<file path="config.mk">
export PLATFORM = sky130hd
export DESIGN_NAME = icab_core
export DESIGN_NICKNAME = d
export VERILOG_FILES = /design/src/icab_pkg.sv /design/src/icab_core.sv /design/src/icab_regfile.sv
export SDC_FILE = /design/constraint.sdc
export NUM_CORES = 2
export LEC_CHECK = 0
export ABC_CLOCK_PERIOD_IN_PS = 10240
export BUFFER_PORTS_ARGS = -buffer_cell sky130_fd_sc_hd__clkbuf_2
export CAP_MARGIN = 20
export CORE_MARGIN = 2
export CORE_UTILIZATION = 40
export DETAILED_ROUTE_END_ITERATION = 6
export SLEW_MARGIN = 20
export SYNTH_ARGS = -nofsm -noshare
export SYNTH_HDL_FRONTEND = slang
export SYNTH_SLANG_ARGS = --single-unit
</file>
<file path="constraint.sdc">
create_clock -name clk_in -period 10.24 [get_ports clk_in]
set_clock_uncertainty 0.2 [all_clocks]
set_input_delay 1.024 -clock clk_in [delete_from_list [all_inputs] [get_ports clk_in]]
set_output_delay 1.024 -clock clk_in [all_outputs]
set_load 0.1 [all_outputs]
</file>
<file path="src/icab_pkg.sv">
// Constants, types and map for the integer core ALU and branch unit
//
// Overview of operation
// - Signed add writes sum; overflow is bit31 carry XOR bit30 carry; flag when negative
// - Unsigned add writes sum; overflow and condition both take the bit 31 carry
// - AND, AND-NOT and OR write result; condition set when result is zero
// - High forms shift immediate left 16, inverted for AND-NOT; zero-result flag
// - Branch on flag jumps to long target, no delay slot, when condition matches
// - Taken-predicted branch runs next instruction then jumps, else skips it
// - Direct jump always runs exactly one delay-slot instruction, then long target
// - Loop branch adds, keeps pending flag from sign, branches on old loop flag
// - Indirect branch with trap bits restores privilege and irq gate, clears traps
// - Trap return picks mode: delayed toggle after the slot and one more instruction, else dual-issue flag
// - Indirect branch and call use target captured before slot, no alignment trap
// - Compare-and-branch jumps to short target on equal, or on unequal if negated
// - Calls load link with slot address plus 4, or 8 in dual mode
// - Overflow trap sets software trap flag only when overflow flag is one
// - Begin-interlock sets bus lock, locks next access, holds interrupts off
// - Moves copy floating register to integer register and back unchanged
// - Immediate zero-extends for logic ops, sign-extends for adds and addresses
// - Target is offset shifted left two, sign-extended, plus address plus four
// - Compare immediate is five bits zero-extended to 32 bits
`default_nettype none
package icab_pkg;
  localparam logic [5:0] OFF_CMD = 6'h00;
  localparam logic [5:0] OFF_IMM = 6'h04;
  localparam logic [5:0] OFF_PC = 6'h08;
  localparam logic [5:0] OFF_FLAGS = 6'h0C;
  localparam logic [5:0] OFF_RIDX = 6'h10;
  localparam logic [5:0] OFF_IDATA = 6'h14;
  localparam logic [5:0] OFF_FDATA = 6'h18;
  localparam logic [5:0] OFF_TARGET = 6'h1C;
  localparam logic [31:0] PC_RST = 32'h00000000;
  localparam logic [31:0] STEP_SINGLE = 32'h00000004;
  localparam logic [31:0] STEP_DUAL = 32'h00000008;
  localparam logic [31:0] STEP_SKIP = 32'h00000008;
  localparam int HI_SHIFT = 16;
  localparam int TRAP_IT = 0;
  localparam logic [1:0] SW_ARM = 2'h2;
  localparam logic [1:0] SW_LAST = 2'h1;

  typedef enum logic [4:0] {
    OP_NOP, OP_ADDS, OP_ADDU, OP_AND, OP_ANDH, OP_ANDNOT, OP_ANDNOTH, OP_OR, OP_ORH,
    OP_XOR, OP_XORH, OP_BC, OP_BCT, OP_BNC, OP_BNCT, OP_BR, OP_BLA, OP_BRI, OP_BTE,
    OP_BTNE, OP_CALL, OP_CALLI, OP_INTOVR, OP_LOCK, OP_UNLOCK, OP_FXFR, OP_IXFR
  } icab_op_t;

  typedef struct packed {
    logic imm_sel;
    logic [4:0] src2;
    logic [4:0] src1;
    logic [4:0] dest;
    icab_op_t op;
  } icab_cmd_t;

  typedef struct packed {
    logic [3:0] trap_bits;
    logic bus_lock_flag;
    logic dual_mode;
    logic dual_issue_flag;
    logic delayed_switch_flag;
    logic saved_irq_gate;
    logic irq_enable_flag;
    logic saved_privilege_flag;
    logic privilege_flag;
    logic loop_condition_flag;
    logic overflow_flag;
    logic condition_code;
  } icab_flags_t;

  localparam icab_flags_t FLAGS_RST = 15'h0000;

  typedef enum logic {SEQ_NORMAL, SEQ_DELAY} icab_seq_t;
endpackage
`default_nettype wire

</file>
<file path="src/icab_core.sv">
// Integer core execution datapath and branch sequencer with Avalon-MM slave
`default_nettype none
module icab_core
  import icab_pkg::*;
(
  // Clock and reset
  input wire logic clk_in,
  input wire logic rst_in,
  // Avalon-MM slave
  input wire logic [5:0] avs_address_in,
  input wire logic avs_read_in,
  input wire logic avs_write_in,
  input wire logic [31:0] avs_writedata_in,
  input wire logic [3:0] avs_byteenable_in,
  output logic [31:0] avs_readdata_out,
  output logic avs_waitrequest_out,
  // Bus lock and status
  input wire logic mem_access_in,
  output logic bus_lock_out,
  output logic irq_allow_out,
  output logic trap_out,
  output logic dual_mode_out
);
  icab_flags_t flags_q, flags_d;
  icab_seq_t seq_q, seq_d;
  icab_cmd_t cmd;
  logic [31:0] pc_q, pc_d, tgt_q, tgt_d, rd_mux, wmerge, rdata_q;
  logic [25:0] imm_q;
  logic [4:0] ridx_q, rf_a_addr, rf_wa, fp_wa;
  logic [1:0] sw_q, sw_d;
  logic [31:0] rf_a, rf_b, rf_wd, fp_wd, fp_rd;
  logic [31:0] fp_q [32];
  logic rf_we, fp_we, rvalid_q, locked_q, trap_q, trap_d, exec, wr;
  logic [31:0] zext, sext, hi, op1_ar, op1_lg, cmp_op, logic_res, tgt_long, tgt_short, link;
  logic [32:0] sum;
  logic c30, lcc_pend;

  function automatic logic [31:0] be_merge(input logic [31:0] old_v, input logic [31:0] new_v,
                                           input logic [3:0] be);
    for (int i = 0; i < 4; i++)
    begin
      be_merge[8*i+:8] = be[i] ? new_v[8*i+:8] : old_v[8*i+:8];
    end
  endfunction

  // Bus decode
  assign wr = avs_write_in;
  assign exec = wr && avs_address_in == OFF_CMD;
  assign cmd = icab_cmd_t'(avs_writedata_in[$bits(icab_cmd_t)-1:0]);
  assign avs_waitrequest_out = avs_read_in && !rvalid_q;
  assign rf_a_addr = (avs_read_in || wr) && avs_address_in == OFF_IDATA ? ridx_q : cmd.src1;
  assign fp_rd = fp_q[(avs_address_in == OFF_FDATA) ? ridx_q : cmd.src1];

  icab_regfile icab_regfile_inst (
    .clk_in(clk_in),
    .rd_a_addr_in(rf_a_addr),
    .rd_b_addr_in(cmd.src2),
    .rd_a_out(rf_a),
    .rd_b_out(rf_b),
    .wr_en_in(rf_we),
    .wr_addr_in(rf_wa),
    .wr_data_in(rf_wd)
  );

  // Operand forming
  assign zext = {16'h0000, imm_q[15:0]};
  assign sext = {{16{imm_q[15]}}, imm_q[15:0]};
  assign hi = {16'h0000, imm_q[15:0]} << HI_SHIFT;
  assign op1_ar = (cmd.imm_sel && (cmd.op == OP_ADDS || cmd.op == OP_ADDU)) ? sext : rf_a;
  assign op1_lg = cmd.imm_sel ? zext : rf_a;
  assign cmp_op = cmd.imm_sel ? {27'h0000000, cmd.src1} : rf_a;
  assign sum = {1'b0, op1_ar} + {1'b0, rf_b};
  assign c30 = op1_ar[31] ^ rf_b[31] ^ sum[31];
  assign lcc_pend = !sum[31];
  assign tgt_long = pc_q + STEP_SINGLE + {{4{imm_q[25]}}, imm_q, 2'b00};
  assign tgt_short = pc_q + STEP_SINGLE + {{14{imm_q[15]}}, imm_q[15:0], 2'b00};
  assign link = pc_q + STEP_SINGLE + (flags_q.dual_mode ? STEP_DUAL : STEP_SINGLE);

  always_comb
  begin
    logic_res = 32'h00000000;
    case (cmd.op)
      OP_AND: logic_res = op1_lg & rf_b;
      OP_ANDNOT: logic_res = ~op1_lg & rf_b;
      OP_OR: logic_res = op1_lg | rf_b;
      OP_XOR: logic_res = op1_lg ^ rf_b;
      OP_ANDH: logic_res = hi & rf_b;
      OP_ANDNOTH: logic_res = ~hi & rf_b;
      OP_ORH: logic_res = hi | rf_b;
      OP_XORH: logic_res = hi ^ rf_b;
      default: logic_res = 32'h00000000;
    endcase
  end

  // Readback mux, also the base for byte-lane merging
  always_comb
  begin
    unique case (avs_address_in)
      OFF_IMM: rd_mux = {6'h00, imm_q};
      OFF_PC: rd_mux = pc_q;
      OFF_FLAGS: rd_mux = {17'h00000, flags_q};
      OFF_RIDX: rd_mux = {27'h0000000, ridx_q};
      OFF_IDATA: rd_mux = rf_a;
      OFF_FDATA: rd_mux = fp_rd;
      OFF_TARGET: rd_mux = tgt_q;
      default: rd_mux = 32'h00000000;
    endcase
  end
  assign wmerge = be_merge(rd_mux, avs_writedata_in, avs_byteenable_in);

  // Execute one instruction per command write
  always_comb
  begin
    flags_d = flags_q;
    pc_d = pc_q;
    seq_d = seq_q;
    tgt_d = tgt_q;
    sw_d = sw_q;
    trap_d = 1'b0;
    rf_we = wr && avs_address_in == OFF_IDATA;
    rf_wa = ridx_q;
    rf_wd = wmerge;
    fp_we = wr && avs_address_in == OFF_FDATA;
    fp_wa = ridx_q;
    fp_wd = wmerge;
    if (wr && avs_address_in == OFF_FLAGS)
    begin
      flags_d = icab_flags_t'(wmerge[$bits(icab_flags_t)-1:0]);
    end
    if (wr && avs_address_in == OFF_PC)
    begin
      pc_d = wmerge;
      seq_d = SEQ_NORMAL;
    end
    if (exec)
    begin
      pc_d = (seq_q == SEQ_DELAY) ? tgt_q : pc_q + STEP_SINGLE;
      seq_d = SEQ_NORMAL;
      if (sw_q != 2'h0)
      begin
        sw_d = sw_q - 2'h1;
        if (sw_q == SW_LAST)
        begin
          flags_d.dual_mode = !flags_q.dual_mode;
        end
      end
      unique case (cmd.op)
        OP_ADDS:
        begin
          rf_we = 1'b1;
          rf_wa = cmd.dest;
          rf_wd = sum[31:0];
          flags_d.overflow_flag = sum[32] ^ c30;
          flags_d.condition_code = sum[31];
        end
        OP_ADDU:
        begin
          rf_we = 1'b1;
          rf_wa = cmd.dest;
          rf_wd = sum[31:0];
          flags_d.overflow_flag = sum[32];
          flags_d.condition_code = sum[32];
        end
        OP_AND, OP_ANDH, OP_ANDNOT, OP_ANDNOTH, OP_OR, OP_ORH, OP_XOR, OP_XORH:
        begin
          rf_we = 1'b1;
          rf_wa = cmd.dest;
          rf_wd = logic_res;
          flags_d.condition_code = (logic_res == 32'h00000000);
        end
        OP_BC, OP_BNC:
        begin
          if (flags_q.condition_code == (cmd.op == OP_BC))
          begin
            pc_d = tgt_long;
          end
        end
        OP_BCT, OP_BNCT:
        begin
          if (flags_q.condition_code == (cmd.op == OP_BCT))
          begin
            seq_d = SEQ_DELAY;
            tgt_d = tgt_long;
          end
          else
          begin
            pc_d = pc_q + STEP_SKIP;
          end
        end
        OP_BR, OP_CALL:
        begin
          seq_d = SEQ_DELAY;
          tgt_d = tgt_long;
          if (cmd.op == OP_CALL)
          begin
            rf_we = 1'b1;
            rf_wa = 5'h01;
            rf_wd = link;
          end
        end
        OP_BLA:
        begin
          rf_we = 1'b1;
          rf_wa = cmd.src2;
          rf_wd = sum[31:0];
          flags_d.loop_condition_flag = lcc_pend;
          if (flags_q.loop_condition_flag)
          begin
            seq_d = SEQ_DELAY;
            tgt_d = tgt_short;
          end
        end
        OP_BRI, OP_CALLI:
        begin
          seq_d = SEQ_DELAY;
          tgt_d = rf_a;
          if (cmd.op == OP_CALLI)
          begin
            rf_we = 1'b1;
            rf_wa = 5'h01;
            rf_wd = link;
          end
          else if (flags_q.trap_bits != 4'h0)
          begin
            flags_d.privilege_flag = flags_q.saved_privilege_flag;
            flags_d.irq_enable_flag = flags_q.saved_irq_gate;
            flags_d.trap_bits = 4'h0;
            if (flags_q.delayed_switch_flag)
            begin
              sw_d = SW_ARM;
            end
            else
            begin
              flags_d.dual_mode = flags_q.dual_issue_flag;
              sw_d = 2'h0;
            end
          end
        end
        OP_BTE, OP_BTNE:
        begin
          if ((cmp_op == rf_b) == (cmd.op == OP_BTE))
          begin
            pc_d = tgt_short;
          end
        end
        OP_INTOVR:
        begin
          if (flags_q.overflow_flag)
          begin
            flags_d.trap_bits[TRAP_IT] = 1'b1;
            trap_d = 1'b1;
          end
        end
        OP_LOCK: flags_d.bus_lock_flag = 1'b1;
        OP_UNLOCK: flags_d.bus_lock_flag = 1'b0;
        OP_FXFR:
        begin
          rf_we = 1'b1;
          rf_wa = cmd.dest;
          rf_wd = fp_rd;
        end
        OP_IXFR:
        begin
          fp_we = 1'b1;
          fp_wa = cmd.dest;
          fp_wd = rf_a;
        end
        default: ;
      endcase
    end
  end

  // Sequencer and flag state
  always_ff @(posedge clk_in)
  begin
    if (rst_in)
    begin
      flags_q <= FLAGS_RST;
      pc_q <= PC_RST;
      tgt_q <= PC_RST;
      seq_q <= SEQ_NORMAL;
      sw_q <= 2'h0;
      trap_q <= 1'b0;
    end
    else
    begin
      flags_q <= flags_d;
      pc_q <= pc_d;
      tgt_q <= tgt_d;
      seq_q <= seq_d;
      sw_q <= sw_d;
      trap_q <= trap_d;
    end
  end

  // Software-written index and immediate
  always_ff @(posedge clk_in)
  begin
    if (rst_in)
    begin
      imm_q <= 26'h0000000;
      ridx_q <= 5'h00;
    end
    else if (wr && avs_address_in == OFF_IMM)
    begin
      imm_q <= wmerge[25:0];
    end
    else if (wr && avs_address_in == OFF_RIDX)
    begin
      ridx_q <= wmerge[4:0];
    end
  end

  // Floating register low words
  always_ff @(posedge clk_in)
  begin
    if (fp_we)
    begin
      fp_q[fp_wa] <= fp_wd;
    end
  end

  // Read answer one cycle after the request
  always_ff @(posedge clk_in)
  begin
    if (rst_in)
    begin
      rvalid_q <= 1'b0;
      rdata_q <= 32'h00000000;
    end
    else
    begin
      rvalid_q <= avs_read_in && !rvalid_q;
      if (avs_read_in && !rvalid_q)
      begin
        rdata_q <= rd_mux;
      end
    end
  end
  assign avs_readdata_out = rdata_q;

  // Bus lock follows the next memory access after lock or unlock
  always_ff @(posedge clk_in)
  begin
    if (rst_in)
    begin
      locked_q <= 1'b0;
    end
    else if (mem_access_in)
    begin
      locked_q <= flags_q.bus_lock_flag;
    end
  end

  assign bus_lock_out = locked_q;
  assign irq_allow_out = flags_q.irq_enable_flag && !flags_q.bus_lock_flag && !locked_q;
  assign trap_out = trap_q;
  assign dual_mode_out = flags_q.dual_mode;
endmodule
`default_nettype wire

</file>
<file path="src/icab_regfile.sv">
// Integer register file, two read ports, one write port
`default_nettype none
module icab_regfile
  import icab_pkg::*;
(
  // Clock
  input wire logic clk_in,
  // Read ports
  input wire logic [4:0] rd_a_addr_in,
  input wire logic [4:0] rd_b_addr_in,
  output logic [31:0] rd_a_out,
  output logic [31:0] rd_b_out,
  // Write port
  input wire logic wr_en_in,
  input wire logic [4:0] wr_addr_in,
  input wire logic [31:0] wr_data_in
);
  logic [31:0] mem_q [1:31];

  always_ff @(posedge clk_in)
  begin
    if (wr_en_in && wr_addr_in != 5'h00)
    begin
      mem_q[wr_addr_in] <= wr_data_in;
    end
  end

  assign rd_a_out = (rd_a_addr_in == 5'h00) ? 32'h00000000 : mem_q[rd_a_addr_in];
  assign rd_b_out = (rd_b_addr_in == 5'h00) ? 32'h00000000 : mem_q[rd_b_addr_in];
endmodule
`default_nettype wire

</file>
# ---- Yosys cells after proc, flatten, opt, wreduce, memory -nomap -nowiden
# Memories as Yosys holds them, arrays and structs flattened.
# Index checks and enable logic that the tools add are counted.
# W data, S select, Z words.
dict set report word_totals {
  memories 2
  register_bits 148
  ramBits 2016
  elab_cells 211
}
# memory words width rd rd_ports_with_merged_regs wr line
set mem_list {}
lappend mem_list {fp_q 32 32 1 0 1 icab_core.sv:32} ;# logic [31:0] fp_q [32];
lappend mem_list {icab_regfile_inst.mem_q 31 32 2 0 1 icab_regfile.sv:18} ;# logic [31:0] mem_q [1:31];
dict set report classes {
  reduce_logical 42
  bitwise 16
  add_sub_neg 7
  muxes 82
  n_eq_ne 40
}
# operator n
set op_table {}
lappend op_table {{$mux W32} 18}
lappend op_table {{$pmux W32 S8} 1}
lappend op_table {{$pmux W32 S7} 1}
lappend op_table {{$pmux W32 S5} 1}
lappend op_table {{$and A32 B32 Y32} 4}
lappend op_table {{$pmux W32 S4} 1}
lappend op_table {{$pmux W32 S3} 1}
lappend op_table {{$add A32 B32 Y32} 2}
lappend op_table {{$not A32 Y32} 2}
lappend op_table {{$or A32 B32 Y32} 2}
lappend op_table {{$xor A32 B32 Y32} 2}
lappend op_table {{$eq A5 B5 Y1 const B} 11}
lappend op_table {{$eq A5 B4 Y1 const B} 8}
lappend op_table {{$mux W5} 7}
lappend op_table {{$add A32 B32 Y33} 1}
lappend op_table {{$add A32 B3 Y32 const B} 1}
lappend op_table {{$add A32 B4 Y32} 1}
lappend op_table {{$add A32 B4 Y32 const B} 1}
lappend op_table {{$eq A32 B32 Y1} 1}
lappend op_table {{$logic_not A32 Y1} 1}
lappend op_table {{$mux W8} 4}
lappend op_table {{$mux W1} 29}
lappend op_table {{$eq A6 B5 Y1 const B} 4}
lappend op_table {{$eq A5 B3 Y1 const B} 4}
lappend op_table {{34 further kinds} 79}

# ---- Logic depth before layout (Yosys ltp)
dict set report logic_depth {
  ltp_word 15
  mapped_depth 31
  depth_no_buf 24
}

# ---- Cells and area by module
# From an unflattened synthesis, not the netlist that was laid out.
dict set report hier_totals {
  hier_cells 8534
  hier_area_um2 106955.1
}
# module seq_area_each_um2 instances area_per_inst_um2 cells_per_inst
set modules_own_cells {}
lappend modules_own_cells {icab_core 33712.3 1 60875.9 5678}
lappend modules_own_cells {icab_regfile 29788.6 1 46079.2 2856}

# ---- Worst setup path after synthesis
# Ideal clock, no wire load.
dict set report synth_path {
  path_kind {input to register}
  start {input port avs_writedata_in[15]}
  end {memory icab_regfile_inst.mem_q[10][30] (data pin)}
  arrival_ns 7.795
  setup_slack_ns 1.799
  cell_stages 24
  cell_sequence {buf_2 > buf_2 > buf_2 > buf_2 > buf_2 > buf_2 > buf_1 > clkbuf_1 > mux2i_1 > o221ai_1 > o22ai_1 > nor3b_1 > o21ai_0 > inv_1 > ha_1 > a21o_1 > a21o_1 > a21oi_1 > o21ai_0 > a21oi_1 > a21oi_1 > mux2_2 > o311a_1 > o21ai_0}
}
dict set report synth_between {
  elab_chain_cells 6
}
# element line
set synth_rtl {}
lappend synth_rtl {{start, declared} icab_core.sv:13} ;# input wire logic [31:0] avs_writedata_in,
lappend synth_rtl {{$mem_v2 Z31 W32 or $logic_not A5 Y1 (tied branches)} n/a}
lappend synth_rtl {{$mux W32 (*)} icab_regfile.sv:29} ;# assign rd_b_out = (rd_b_addr_in == 5'h00) ? 32'h00000000 : mem_q[rd_b_addr_in];
lappend synth_rtl {{parallel branches: the longest is 2 deep, another holds $add A32 B32 Y33} n/a}
lappend synth_rtl {{$pmux W32 S5 (*)} icab_core.sv:147} ;# unique case (cmd.op)
lappend synth_rtl {{$mux W32 (*)} icab_core.sv:135} ;# if (exec)
lappend synth_rtl {{via icab_regfile_inst.wr_data_in[30]} icab_regfile.sv:16} ;# input wire logic [31:0] wr_data_in
lappend synth_rtl {{end, declared} icab_regfile.sv:18}
# Mark *: on every way through the listed nets, which the timed path passes.

# ---- Final worst setup path
dict set report layout_path {
  start {input port avs_address_in[5]}
  end {memory icab_regfile_inst.mem_q[31][30] (data pin)}
}
dict set report layout_between {
  elab_chain_cells 11
}
# element line
set layout_rtl {}
lappend layout_rtl {{start, declared} icab_core.sv:10} ;# input wire logic [5:0] avs_address_in,
lappend layout_rtl {{parallel branches: the longest is 10 deep, another holds $add A32 B32 Y33} n/a}
lappend layout_rtl {{$mux W32 (*)} icab_core.sv:135}
lappend layout_rtl {{via icab_regfile_inst.wr_data_in[30]} icab_regfile.sv:16}
# Marked as above.

==> results.env <==
RUN_STATUS='finished, violations left'
VIOLATED_CHECKS='DRC'
FINALWEIGHTEDCONGESTION=1.02
CRITICAL_PATH.MAX_STAGE_DELAY_NS=0.79
REQUIRED_NS=10.75
GR-TOTAL-OVERFLOW=0
POSTSYNTH.ASYNCRESETSHARE_PCT=0
FINAL_NETS=9635
CLOCK_TREE.HTREE_LEVEL_COUNT=4
HOLD_VIOL=0
MIN_TCLK_POST_ROUTE_NS=8.96
TOTAL_DIE_AREA_UM2=277000
SWITCHING_SHARE_PCT=26.5
TRANSITION_TIME_AT_THE_PIN_WITH_THE_LEAST_SLEW_MARGIN_NS=1.30
SYNTH-EDFF-COUNT=2016
SLEW_VIOL_FINAL=0
SEQ_POWER_SHARE_PCT=46.8
DP.FINAL_HPWL_UM=306000
PIN_COUNT_OF_THE_BIGGEST_NET_ENTERING_GLOBAL_ROUTING=108
CORE_AREA_UM2=271000
POST_ROUTE_CELLS_DRIVE_ABOVE_1_SHARE_PCT=14.1
SYNTH.YOSYS.SEQ_AREA_SHARE_PCT=58.1
SYNTH.AVG_CELL_AREA_UM2=11.6
TOP_LEVEL_PORTS=84
CLOCK_SINKS=2164
POWER.SHARE.COMBINATIONAL_PCT=11.9
YS_TYPES=102
LAYOUT_WORST_PATH_CYCLE_SHARE_PCT=87.5
VDD.IR_DROP.WORST_V=0.000151
CLOCK_EDGE_TRANSITION_AT_THE_REGISTERS_ON_THE_REPORTED_SETUP_AND_HOLD_PATHS_NS=0.06
DRT_FIRST_ITER_VIOLATIONS=14205
CHIPHEIGHT_UM=527
TOTAL_INTERNAL_POWER_mW=15.3
GRT_ANTENNA_BEFORE_REPAIR=39
SYN_TO_FINAL_GROWTH_PCT=13.4
POWER.DENSITY_nW_PER_UM2=168
POWER.SWITCHING_mW=5.51
CTS_TREE='yes'
YOSYS_WARNINGS=0
STATIC-LEAKAGE-POWER_nW=42.4
POST_SYNTHESIS_CELL_COUNT=9428
YOSYS_MOST_USED_DFF='edfxtp_1'
CLOCK.FMAX_GHz=0.112
CLKLATENCYLATEPIN_NS=0.96
DIEWIDTH_UM=527
CRITICALPATHCATEGORY='primary input to register'
CLOCK_PATH_BUFFERS=4
SYNTH.TOP_CELLS.BY_COUNT='2016 x edfxtp_1, 1439 x nand2_1, 480 x nand3_1, 463 x nor2_1, 455 x clkbuf_1'
PLACEMENT.SETUP.WORST_SLACK_NS=0.812
GRT_PASS1_WL_UM=669000
SIGNAL_ARRIVAL_TIME_AT_THE_WORST_ENDPOINT_NS=9.47
SYNTH.NET_COUNT=9606
REMAINING_DRC_ERRORS=9
PLACEMENT.IO_BUFFERS=83
TNS_NS=0
HOLD_PATH.CLASS='primary input to register'
SYNTH_TOP_AREA_CELL='edfxtp_1'
CTSRESIZECOUNT=0
MAX_CAP_CHECK_VIOLATION_COUNT=0
RSZ_0062_RAISED_AFTER_GLOBAL_ROUTING='no'
TIMING.FINAL.WS_SETUP_NS=1.28
ENDPOINT_KIND='register'
FINAL_ANTENNA_VIOLATING_NET_COUNT=0
NUM_VIAS=90092
POST_CTS_HOLD_BUFFER_COUNT=0
YS_FF_LATCH=2164
SYNTH.TOP_CELLS.BY_AREA='edfxtp_1 55%, nand2_1 4.9%, mux2i_1 3.6%'
FINALSETUPVIOLATIONS=0
ROUTED_WL_UM=486000
FINAL_CORE_UTILIZATION_PCT=45.7
WL_PER_CELL_UM=36.7
DRT_FIRST_PASS_ITERS=7
STD_CELL_ROWS=191
INITIAL_UTILIZATION_PCT=40.3
CTS_MADE_BUFFERS=232
POSTCTSSETUPREPAIRBUFS=0
VIAS_IN_THE_FIRST_GLOBAL_ROUTE=84590
TIMING.MAX_SLEW.REL_SLACK_PCT=12.6
SYNTH_TOP_CELL_AREA_SHARE_PCT=55.4
GLOBAL_ROUTE.USAGE.TOTAL_PCT=34.0
YOSYSMOSTFREQUENTCELL='edfxtp_1'
MAPPEDNETLISTAREA_UM2=109000
POST_DRT_VIA_CELL_RATIO=6.81
FRACTION_OF_POWER_CONSUMED_BY_THE_CLOCK_NETWORK_PCT=41.3
CP_SLOWEST_CELL='o31ai_4'
CRIT_FANOUT=45
CTS-ROOT-BUF='clkbuf_16'
START_KIND='primary input'
[cells by family after synthesis]
family	after synthesis	share of synthesized area (%)
buffers and inverters	870	3.22
adder cells (fa/ha/maj)	131	1.52
XOR/XNOR	173	1.40
multiplexers	606	7.48
AO/OA/AOI/OAI	2303	14.8
AND/OR/NAND/NOR	3181	13.4
flip-flops	2164	58.1
[worst paths after layout]
kind	from	end	slack, ns	cells after the start
min	mem_access_in	bus_lock_out$_SDFFE_PP0P_	0.16	3
min reg2reg	avs_readdata_out[16]$_SDFFE_PP0P_	avs_readdata_out[16]$_SDFFE_PP0P_	0.27	2
max	avs_address_in[5]	icab_regfile_inst.mem_q[31][30]$_DFFE_PP_	1.28	25
max reg2reg	ridx_q[4]$_SDFFE_PP0P_	icab_regfile_inst.mem_q[31][30]$_DFFE_PP_	1.39	21
[stage by stage]
stage          hold slack [ns]  area (um2)  std cells  total power [mW]
6_report                 0.160      124000      13230              20.8
5_1_grt                  0.174      124000      13222              21.2
4_1_cts                  0.125      124000      13213              20.7
3_5_place_dp             0.261      116000      12789              12.3
3_3_place_gp             0.261      116000      12786              12.2
2_1_floorplan            0.242      109000       9428              11.2
[state kept, by name (all words and copies together), names as in the netlist]
| register | count |
|---|---|
| imm_q | 26 |
| ridx_q | 5 |
| avs_readdata_out | 32 |
| sw_q | 2 |
| seq_q | 1 |
| flags_q | 14 |
| trap_out | 1 |
| fp_q | 1024 |
| bus_lock_out | 1 |
| rvalid_q | 1 |
| tgt_q | 32 |
| icab_regfile_inst.mem_q | 992 |
| pc_q | 32 |
| dual_mode_out | 1 |
[power groups by stage]
stage	logic [mW]	registers (mW)	clock network, mW
floorplan	1.28	9.95	0
global placement	2.34	9.90	0
detailed placement	2.36	9.90	0
CTS	2.37	9.71	8.63
global route	2.54	9.70	8.96
finish	2.47	9.71	8.58
[placed cells by master, fill, tap and decap left out, drive strengths merged, types with 35 or more instances in the layout]
cell	synthesis	final
nand3	481	481
a22oi	47	47
mux4	163	163
inv	114	121
clkbuf	455	355
o221ai	101	101
a32oi	54	54
clkinv	6	106
a221oi	45	45
xnor2	109	109
a21oi	381	381
buf	295	468
nor3	114	114
ha	128	128
a311oi	265	265
nand2b	77	77
and3	303	303
nor2	464	464
nand4	55	55
a21o	67	67
o22ai	96	96
a211o	35	35
mux2	53	53
a31oi	117	117
edfxtp	2016	2016
a211oi	328	328
o21ai	402	402
mux2i	390	390
o211ai	46	46
nand2	1439	1439
dfxtp	148	148
o31ai	38	38
nor4	84	84
xor2	64	64
[cell type report]
cell class | count | area [um2]
clock inverters | 146 | 1560
fillers | 24415 | 147000
repair buffers | 545 | 4320
multi-input cells | 6394 | 43400
flip-flops and latches | 2164 | 63500
well taps | 3570 | 4470
clock buffers | 278 | 6090
diodes | 13 | 32.5
inverters | 120 | 450
[critical path: cells and delay by family]
family,cells,cell delay [ns]
buffers and inverters,4,1.30
adder cells (fa/ha/maj),1,0.34
AND/OR/NAND/NOR,6,1.99
multiplexers,1,0.31
AO/OA/AOI/OAI,13,4.46
[routing by layer]
metal,share of wire [%],GRT usage [%],vias up
met5,0.048,0,-
met4,7.3,20.7,34
met3,13,9.60,1497
met2,43,50.1,6654
met1,37,44.2,45204
li1,-,-,36703
Power figures use the tool's default switching activity.
